### config.mk
export PLATFORM = sky130hd
export DESIGN_NAME = clock_tree
export DESIGN_NICKNAME = d
export VERILOG_FILES = /design/src/logic/clock_tree_pkg.sv /design/src/logic/clock_tree.sv
export SDC_FILE = /design/constraint.sdc
export NUM_CORES = 1
export LEC_CHECK = 0
export ABC_AREA = 1
export BUFFER_PORTS_ARGS = -buffer_cell sky130_fd_sc_hd__buf_2
export CORE_ASPECT_RATIO = 0.75
export CORE_MARGIN = 3
export CORE_UTILIZATION = 30
export DETAILED_ROUTE_END_ITERATION = 10
export PLACE_DENSITY_LB_ADDON = 0.08
export SLEW_MARGIN = 20
export SYNTH_ARGS = -nofsm -noshare
export SYNTH_HDL_FRONTEND = slang
export SYNTH_SLANG_ARGS = --single-unit
### constraint.sdc
create_clock -name mclk -period 27 [get_ports mclk]
set_input_delay 8.1 -clock mclk [delete_from_list [all_inputs] [get_ports mclk]]
set_output_delay 8.1 -clock mclk [all_outputs]
set_load 0.01 [all_outputs]
### src/logic/clock_tree_pkg.sv
// shared constants of the converter clock tree block
package clock_tree_pkg;
  // ****************
  // register offsets
  // ****************
  localparam logic [7:0] CLOCK_CFG_ADDR = 8'h00;
  localparam logic [7:0] LANE_CFG_ADDR = 8'h04;
  localparam logic [7:0] CORE_CFG_ADDR = 8'h08;
  localparam logic [7:0] STATUS_ADDR = 8'h0C;
  localparam logic [7:0] LATENCY_ADDR = 8'h10;
  // ****************
  // field positions
  // ****************
  localparam int IN_BYP_BIT = 0;
  localparam int IN_RATIO_LSB = 1;
  localparam int PHASE_LSB = 3;
  localparam int BIAS_ONE_BIT = 6;
  localparam int BIAS_TWO_BIT = 7;
  localparam int LANE_BYP_BIT = 0;
  localparam int LANE_SEL_LSB = 1;
  localparam int LANE_CNT_LSB = 4;
  localparam int INTERP_LSB = 6;
  localparam int XMODE_LSB = 8;
  localparam int CH_A_BIT = 0;
  localparam int CH_B_BIT = 1;
  localparam int PHCOR_BIT = 2;
  localparam int OSC_BIT = 3;
  localparam int ISINC_BIT = 4;
  localparam int MDLY_LSB = 8;
  localparam int MON_CLR_BIT = 4;
  localparam int PTR_CLR_BIT = 5;
  // ****************
  // reset values
  // ****************
  localparam logic [7:0] CLOCK_CFG_RST = 8'h01;
  // two lanes at x2 with a 1/2 lane divider: both ring sides tick together from reset
  localparam logic [9:0] LANE_CFG_RST = 10'h050;
  localparam logic [16:0] CORE_CFG_RST = 17'h00003;
  localparam logic [3:0] PTR_NOMINAL = 4'hB;
  // ****************
  // sizes and timing
  // ****************
  localparam int DEPTH = 12;
  localparam int SAMPLE_W = 16;
  localparam logic [3:0] LAST_ENTRY = 4'hB;
  localparam logic [1:0] HOLD_TICKS = 2'h2;
  localparam logic [11:0] PHCOR_LAT = 12'h010;
  localparam logic [11:0] OSC_LAT = 12'h010;
  localparam logic [11:0] ISINC_LAT = 12'h004;
  localparam logic [3:0] SKEW_LANE_CLOCKS = 4'h7;
endpackage

### src/logic/clock_tree.sv
// converter clock tree, lane-to-processing domain crossing ring and latency report
`timescale 1ns/100ps
module clock_tree (
  // clock, reset, enable
  input wire logic mclk,
  input wire logic rst,
  input wire logic ce,
  // apb slave
  input wire logic psel,
  input wire logic penable,
  input wire logic pwrite,
  input wire logic [7:0] paddr,
  input wire logic [31:0] pwdata,
  output logic [31:0] prdata,
  output logic pready,
  output logic pslverr,
  // lane side sample
  input wire logic [15:0] lane_sample,
  // derived ticks and data
  output logic converter_tick,
  output logic processing_tick,
  output logic lane_tick,
  output logic output_hold,
  output logic [15:0] processed_sample,
  // channel power
  output logic channel_a_power_on,
  output logic channel_b_power_on
);
  // ****************
  // register file
  // ****************
  logic [7:0] clk_cfg_q, clk_cfg_d;
  logic [9:0] lane_cfg_q, lane_cfg_d;
  logic [16:0] core_cfg_q, core_cfg_d;
  logic mon_flag_q, mon_flag_d;
  logic ptr_flag_q, ptr_flag_d;
  logic [31:0] prdata_q, prdata_d;
  logic pready_q, pready_d;
  logic pslverr_q, pslverr_d;
  logic access, wr_en, mapped;
  logic regen_evt, ptr_evt;
  logic [11:0] latency;
  logic [11:0] base_lat;
  logic [2:0] exp_sel;
  logic exp_byp;
  logic [2:0] div_sum;
  logic [3:0] position;
  logic divided;
  logic hold_q;

  // fields
  logic in_byp, bias1, bias2, lane_byp;
  logic [1:0] in_ratio, lane_cnt, interp, xmode;
  logic [2:0] phase, lane_sel;
  assign in_byp = clk_cfg_q[clock_tree_pkg::IN_BYP_BIT];
  assign in_ratio = clk_cfg_q[clock_tree_pkg::IN_RATIO_LSB +: 2];
  assign phase = clk_cfg_q[clock_tree_pkg::PHASE_LSB +: 3];
  assign bias1 = clk_cfg_q[clock_tree_pkg::BIAS_ONE_BIT];
  assign bias2 = clk_cfg_q[clock_tree_pkg::BIAS_TWO_BIT];
  assign lane_byp = lane_cfg_q[clock_tree_pkg::LANE_BYP_BIT];
  assign lane_sel = lane_cfg_q[clock_tree_pkg::LANE_SEL_LSB +: 3];
  assign lane_cnt = lane_cfg_q[clock_tree_pkg::LANE_CNT_LSB +: 2];
  assign interp = lane_cfg_q[clock_tree_pkg::INTERP_LSB +: 2];
  assign xmode = lane_cfg_q[clock_tree_pkg::XMODE_LSB +: 2];
  // divided mode needs both bias controls on and bypass cleared
  assign divided = bias1 & bias2 & ~in_byp;

  // one wait state so read data leaves a flop
  assign access = psel & penable & ~pready_q;
  assign wr_en = access & pwrite;

  // expected lane divider exponent: lanes + interpolation - 1
  always_comb begin
    div_sum = {1'b0, lane_cnt} + {1'b0, interp};
    exp_byp = (div_sum <= 3'h1);
    exp_sel = exp_byp ? 3'h0 : {2'(div_sum - 3'h2), 1'b0};
  end

  // baseline average latency, x1 shares the x2 figure
  always_comb begin
    base_lat = 12'h0FE;
    case (lane_cnt)
      2'h0: base_lat = (interp == 2'h3) ? 12'h1FC : (interp == 2'h2) ? 12'h13A : 12'h0C7;
      2'h1: base_lat = (interp == 2'h3) ? 12'h250 : (interp == 2'h2) ? 12'h164 : 12'h0DC;
      default: base_lat = (interp == 2'h3) ? 12'h2E8 : (interp == 2'h2) ? 12'h1A8 : 12'h0FE;
    endcase
  end

  // figures hold for aligned lanes and no sync; skew is reported apart
  always_comb begin
    latency = base_lat + core_cfg_q[clock_tree_pkg::MDLY_LSB +: 9];
    if (core_cfg_q[clock_tree_pkg::PHCOR_BIT]) begin
      latency = latency + clock_tree_pkg::PHCOR_LAT;
    end
    if (core_cfg_q[clock_tree_pkg::OSC_BIT]) begin
      latency = latency + clock_tree_pkg::OSC_LAT;
    end
    if (core_cfg_q[clock_tree_pkg::ISINC_BIT]) begin
      latency = latency + clock_tree_pkg::ISINC_LAT;
    end
  end

  always_comb begin
    clk_cfg_d = clk_cfg_q;
    lane_cfg_d = lane_cfg_q;
    core_cfg_d = core_cfg_q;
    mon_flag_d = mon_flag_q;
    ptr_flag_d = ptr_flag_q;
    prdata_d = prdata_q;
    pready_d = access;
    pslverr_d = 1'b0;
    mapped = (paddr == clock_tree_pkg::CLOCK_CFG_ADDR) || (paddr == clock_tree_pkg::LANE_CFG_ADDR) ||
             (paddr == clock_tree_pkg::CORE_CFG_ADDR) || (paddr == clock_tree_pkg::STATUS_ADDR) ||
             (paddr == clock_tree_pkg::LATENCY_ADDR);
    if (access) begin
      pslverr_d = ~mapped | (pwrite & (paddr == clock_tree_pkg::LATENCY_ADDR));
      prdata_d = 32'h0;
      if (!pwrite) begin
        case (paddr)
          clock_tree_pkg::CLOCK_CFG_ADDR: prdata_d = {24'h0, clk_cfg_q};
          clock_tree_pkg::LANE_CFG_ADDR: prdata_d = {22'h0, lane_cfg_q};
          clock_tree_pkg::CORE_CFG_ADDR: prdata_d = {15'h0, core_cfg_q};
          clock_tree_pkg::STATUS_ADDR: prdata_d = {16'h0, clock_tree_pkg::SKEW_LANE_CLOCKS, exp_byp, exp_sel,
                                                   divided, hold_q, ptr_flag_q, mon_flag_q, position};
          clock_tree_pkg::LATENCY_ADDR: prdata_d = {20'h0, latency};
          default: prdata_d = 32'h0;
        endcase
      end
    end
    if (wr_en) begin
      case (paddr)
        clock_tree_pkg::CLOCK_CFG_ADDR: clk_cfg_d = pwdata[7:0];
        clock_tree_pkg::LANE_CFG_ADDR: lane_cfg_d = pwdata[9:0];
        clock_tree_pkg::CORE_CFG_ADDR: core_cfg_d = pwdata[16:0];
        clock_tree_pkg::STATUS_ADDR: begin
          if (pwdata[clock_tree_pkg::MON_CLR_BIT]) begin
            mon_flag_d = 1'b0;
          end
          if (pwdata[clock_tree_pkg::PTR_CLR_BIT]) begin
            ptr_flag_d = 1'b0;
          end
        end
        default: ;
      endcase
    end
    // set beats a clear in the same cycle
    if (regen_evt) begin
      mon_flag_d = 1'b1;
    end
    if (ptr_evt) begin
      ptr_flag_d = 1'b1;
    end
  end

  always_ff @(posedge mclk or posedge rst) begin
    if (rst) begin
      clk_cfg_q <= clock_tree_pkg::CLOCK_CFG_RST;
      lane_cfg_q <= clock_tree_pkg::LANE_CFG_RST;
      core_cfg_q <= clock_tree_pkg::CORE_CFG_RST;
      mon_flag_q <= 1'b0;
      ptr_flag_q <= 1'b0;
      prdata_q <= 32'h0;
      pready_q <= 1'b0;
      pslverr_q <= 1'b0;
    end else if (ce) begin
      clk_cfg_q <= clk_cfg_d;
      lane_cfg_q <= lane_cfg_d;
      core_cfg_q <= core_cfg_d;
      mon_flag_q <= mon_flag_d;
      ptr_flag_q <= ptr_flag_d;
      prdata_q <= prdata_d;
      pready_q <= pready_d;
      pslverr_q <= pslverr_d;
    end
  end

  // ****************
  // clock dividers
  // ****************
  logic [2:0] in_cnt_q, in_cnt_d;
  logic [2:0] in_last, shift;
  logic [2:0] old_phase_q, old_phase_d;
  logic [1:0] hold_cnt_q, hold_cnt_d;
  logic hold_d;
  logic conv_q, conv_d;
  logic [2:0] proc_cnt_q, proc_cnt_d;
  logic [2:0] proc_last;
  logic proc_q, proc_d;
  logic [3:0] lane_cnt_q, lane_cnt_d;
  logic [3:0] lane_last;
  logic lane_q, lane_d;
  logic [3:0] gen_cfg_q;
  logic raw_tick, core_on;

  assign core_on = core_cfg_q[clock_tree_pkg::CH_A_BIT] | core_cfg_q[clock_tree_pkg::CH_B_BIT];
  // changing power or interpolation regenerates the processing tick
  assign regen_evt = (gen_cfg_q != {interp, core_cfg_q[1:0]});

  always_comb begin
    in_last = {in_ratio, 1'b1};
    // half-period phase steps fold onto whole mclk cycles here
    shift = {1'b0, phase[2:1]} % ({1'b0, in_ratio} + 3'h1);
    in_cnt_d = (in_cnt_q >= in_last) ? 3'h0 : in_cnt_q + 3'h1;
    raw_tick = divided ? (in_cnt_q == shift) : 1'b1;
    old_phase_d = phase;
    hold_d = hold_q;
    hold_cnt_d = hold_cnt_q;
    if (divided && (phase != old_phase_q)) begin
      hold_d = 1'b1;
      hold_cnt_d = clock_tree_pkg::HOLD_TICKS;
    end else if (hold_q && raw_tick) begin
      hold_cnt_d = hold_cnt_q - 2'h1;
      hold_d = (hold_cnt_q != 2'h1);
    end
    // suppressing ticks keeps the output at its last value
    conv_d = raw_tick & ~hold_d;
    proc_last = 3'h7 >> (2'h3 - interp);
    proc_cnt_d = proc_cnt_q;
    proc_d = 1'b0;
    lane_last = lane_byp ? 4'h0 : (4'hF >> (2'h3 - lane_sel[2:1]));
    lane_cnt_d = lane_cnt_q;
    lane_d = 1'b0;
    if (conv_d) begin
      proc_cnt_d = (proc_cnt_q >= proc_last) ? 3'h0 : proc_cnt_q + 3'h1;
      proc_d = core_on & (proc_cnt_q == 3'h0);
      lane_cnt_d = (lane_cnt_q >= lane_last) ? 4'h0 : lane_cnt_q + 4'h1;
      lane_d = (lane_cnt_q == 4'h0);
    end
  end

  always_ff @(posedge mclk or posedge rst) begin
    if (rst) begin
      in_cnt_q <= 3'h0;
      old_phase_q <= 3'h0;
      hold_q <= 1'b0;
      hold_cnt_q <= 2'h0;
      conv_q <= 1'b0;
      proc_cnt_q <= 3'h0;
      proc_q <= 1'b0;
      lane_cnt_q <= 4'h0;
      lane_q <= 1'b0;
      // matches the reset config, so leaving reset is no regeneration
      gen_cfg_q <= {clock_tree_pkg::LANE_CFG_RST[clock_tree_pkg::INTERP_LSB +: 2], clock_tree_pkg::CORE_CFG_RST[1:0]};
    end else if (ce) begin
      in_cnt_q <= in_cnt_d;
      old_phase_q <= old_phase_d;
      hold_q <= hold_d;
      hold_cnt_q <= hold_cnt_d;
      conv_q <= conv_d;
      proc_cnt_q <= proc_cnt_d;
      proc_q <= proc_d;
      lane_cnt_q <= lane_cnt_d;
      lane_q <= lane_d;
      gen_cfg_q <= {interp, core_cfg_q[1:0]};
    end
  end

  // ****************
  // crossing ring
  // ****************
  logic [15:0] ring_q [clock_tree_pkg::DEPTH];
  logic [3:0] wr_ptr_q, wr_ptr_d, rd_ptr_q, rd_ptr_d;
  logic [3:0] pos_q;
  logic [15:0] sample_q, sample_d;

  genvar gi;
  generate
    for (gi = 0; gi < clock_tree_pkg::DEPTH; gi++) begin : g_entry
      always_ff @(posedge mclk or posedge rst) begin
        if (rst) begin
          ring_q[gi] <= 16'h0;
        end else if (ce && lane_d && (wr_ptr_q == 4'(gi))) begin
          ring_q[gi] <= lane_sample;
        end
      end
    end
  endgenerate

  always_comb begin
    wr_ptr_d = wr_ptr_q;
    rd_ptr_d = rd_ptr_q;
    sample_d = sample_q;
    if (lane_d) begin
      wr_ptr_d = (wr_ptr_q == clock_tree_pkg::LAST_ENTRY) ? 4'h0 : wr_ptr_q + 4'h1;
    end
    if (proc_d) begin
      sample_d = ring_q[rd_ptr_q];
      rd_ptr_d = (rd_ptr_q == clock_tree_pkg::LAST_ENTRY) ? 4'h0 : rd_ptr_q + 4'h1;
    end
    // distance write minus read, modulo twelve
    position = (wr_ptr_q >= rd_ptr_q) ? (wr_ptr_q - rd_ptr_q) : (wr_ptr_q + 4'hC - rd_ptr_q);
  end

  assign ptr_evt = (position != pos_q);

  always_ff @(posedge mclk or posedge rst) begin
    if (rst) begin
      wr_ptr_q <= clock_tree_pkg::PTR_NOMINAL;
      rd_ptr_q <= 4'h0;
      pos_q <= clock_tree_pkg::PTR_NOMINAL;
      sample_q <= 16'h0;
    end else if (ce) begin
      wr_ptr_q <= wr_ptr_d;
      rd_ptr_q <= rd_ptr_d;
      pos_q <= position;
      sample_q <= sample_d;
    end
  end

  // ****************
  // outputs
  // ****************
  assign prdata = prdata_q;
  assign pready = pready_q;
  assign pslverr = pslverr_q;
  assign converter_tick = conv_q;
  assign processing_tick = proc_q;
  assign lane_tick = lane_q;
  assign output_hold = hold_q;
  assign processed_sample = sample_q;
  assign channel_a_power_on = core_cfg_q[clock_tree_pkg::CH_A_BIT];
  assign channel_b_power_on = core_cfg_q[clock_tree_pkg::CH_B_BIT];
  // xmode is stored for software only; matching it is the host's duty
  logic unused_xmode;
  assign unused_xmode = ^xmode;
endmodule // clock_tree

==> results.ini <==
[detailed_routing]
drt_first_pass_iters = 5
viasPerCell = 4.82
dr_total_vias = 14001
avgRoutedWirePerCell_um = 18.2
drtAntennaViolNets = 0
wirelength_um = 53000
drc = 0
drt-initial-drc-count = 1079

[setup_path]
worst_path_max_delay_cell = clkinv_1
worstSetupPathType = input port to flip-flop
crit_chain = buf_2, clkinv_1, nor2_1, o2111ai_4, inv_2, nand2_1, nand2_1, nand2_1
crit_required_ps = 27420
critPathCaptureType = flip-flop
cp_common_cell = nand2_1
critical_path.max_fanout = 28
critPathLaunchType = input port
crit_path_max_incr_delay_ps = 690
cp_data_arrival_time_ps = 11560

[synthesis]
synth.avg_cell_area_um2 = 7.51
yosysSeqAreaShare_pct = 46.8
synth_top_area_share_pct = 44.5
syn_area_um2 = 16000
yosysTopAreaCell = dfrtp_1
synth_edf_count = 0
synth_top_cells_by_area = dfrtp_1 44%, nand2_1 21%, o21ai_0 6.0%
syn_inst = 2134
synth_cell_types = 46
dominantRegCellSynth = dfrtp_1
synth.ff_latch_count = 299
synthArstFlopShare_pct = 100
yosys_warnings = 0

[die]
core_area_um2 = 52200
ios = 118
die_h_um = 206
die_w_um = 273
rows = 72
start_util_pct = 30.7
die_area_um2 = 56300

[timing]
period_needed_ps = 11140
skew_ps = 25.3
whs_ps = 463
rsz0062_at_grt = false
setup_tns_ps = 0
hold_violations = 0
max_freq_mhz = 89.8
finalSetupViolCount = 0
relSlewSlack_pct = 27.1
worst_pin_slew_ps = 1090
fin_ws_ps = 15860
slew_violations = 0
final.period_utilization_pct = 41.3

[run_status]
status = finished clean

[clock_tree]
cts_tree = built
cts_root_buf = clkbuf_16
htree_levels = 2
cts.hold.buffers_added = 0
cts_num_sinks = 299
tritoncts.num_buffers = 35
clk_pin_slew_ps = 60
post_cts_buffers = 0
clockBufferDepth = 3
ctsResizeCount = 0
clkLatencyLatePin_ps = 540

[min_path]
min_path_type = flip-flop to flip-flop

[pwr]
peakVddDrop_mv = 0.0385
power_frac_comb_pct = 27.8
power.density_nw_per_um2 = 85.8
swShare_pct = 35.9
pwr-share-seq_pct = 42.5
p_leak_nw = 9.54
intPower_mw = 0.994
p_sw_mw = 0.557
clockPowerShare_pct = 29.7

[global_routing]
grt_first_pass_wirelength_um = 82500
antenna_found_initial = 4
grtUsageTotal_pct = 19.0
grt_pass1_vias = 13523
gr-total-overflow = 0
grt_max_degree = 121

[placed_design]
gp_congestion = 0.866
dp.cells = 2841
dpl_worst_slack_ps = 15300
hpwl_um = 36000
io_buffers = 87

[layout]
instances_no_fill = 2905
final_common_cell = nand2_1
nets = 2293
syn2layout_area_growth_pct = 12.8
final_cell_mix = 881 x nand2_1, 284 x dfrtp_1, 193 x o21ai_0, 172 x nor2_1, 141 x inv_1
drive_above_1_share_pct = 9.50

[flow_run]
maxCapViolCount = 0

cells by family after synthesis:
logic type | synth area share, %
compound gates | 10.3
mux | 0.492
other cells | 0.0234
xor+xnor | 1.37
buf+inv | 6.85
flops | 46.8
fa+ha+maj | 4.65
simple gates | 29.6
synth_stat cells, types with 5 or more instances:
cell type and instances:
a21oi_1 19, dfstp_2 14, nand2_4 7, inv_2 5, o21ai_0 193, o22ai_1 54
nand3b_1 5, dfrtp_1 285, nand2_1 881, inv_1 142, xor2_1 15, ha_1 50
nor2_1 181, buf_2 14, nand4_1 8, nand3_1 91, xnor2_1 10, buf_4 24
clkbuf_1 68, mux2_2 7, fa_1 6
per-layer routing:
layer / share of wire (%) / vias up / track usage, %
met4: 1.5 / 8 / 3.75
met2: 41 / 318 / 27.8
li1: - / 6847 / -
met1: 51 / 6767 / 28.5
met3: 6.7 / 61 / 4.43
met5: 0.094 / - / 0
stage by stage:
stage               total power, mW  instance area (um2)  util [%]
floorplan                     0.967                16100         -
global placement               1.09                17000      32.6
detailed placement             1.10                17000      32.6
CTS                            1.57                18100      34.7
global route                   1.67                18100      34.7
finish                         1.55                18100      34.7
state kept, by name, indices dropped and copies added, names as in the netlist, 8 cells and up:
register / cells
lane_cfg_q: 10
prdata: 17
ring_q: 192
processed_sample: 16
clk_cfg_q: 8
core_cfg_q: 17
power by group through the flow:
stage | Clock [mW] | Combinational, mW | Sequential [mW]
finish | 0.461 | 0.431 | 0.659
global route | 0.497 | 0.496 | 0.676
CTS | 0.478 | 0.437 | 0.658
detailed placement | 0 | 0.436 | 0.663
global placement | 0 | 0.429 | 0.662
floorplan | 0 | 0.321 | 0.646
cell type report:
type | count | area (um2)
fill | 5580 | 34100
multi-input combinational | 1589 | 7510
antenna | 1 | 2.50
timing repair buffer | 101 | 541
inverter | 149 | 567
sequential | 299 | 7500
clock inverter | 8 | 51.3
clock buffer | 55 | 1030
tap | 703 | 880
worst paths after layout:
path | slack [ps] | to | cells past startpoint | from
max in group asynchronous | 16290 | prdata[15] | 5 | rst
worst min register to register | 460 | ring_q[104] | 2 | ring_q[104]
min in group asynchronous | 7750 | processed_sample[9] | 2 | rst
worst max register to register | 21530 | ring_q[177] | 27 | clk_cfg_q[1]
worst max-delay path | 15860 | ring_q[177] | 8 | ce
worst min-delay path | 460 | ring_q[104] | 2 | ring_q[104]
critical path, delay by kind of cell:
kind            cells  cell delay, ps
buf+inv             3            1510
simple gates        4            1400
compound gates      1             500
(Power assumes the default switching activity.)
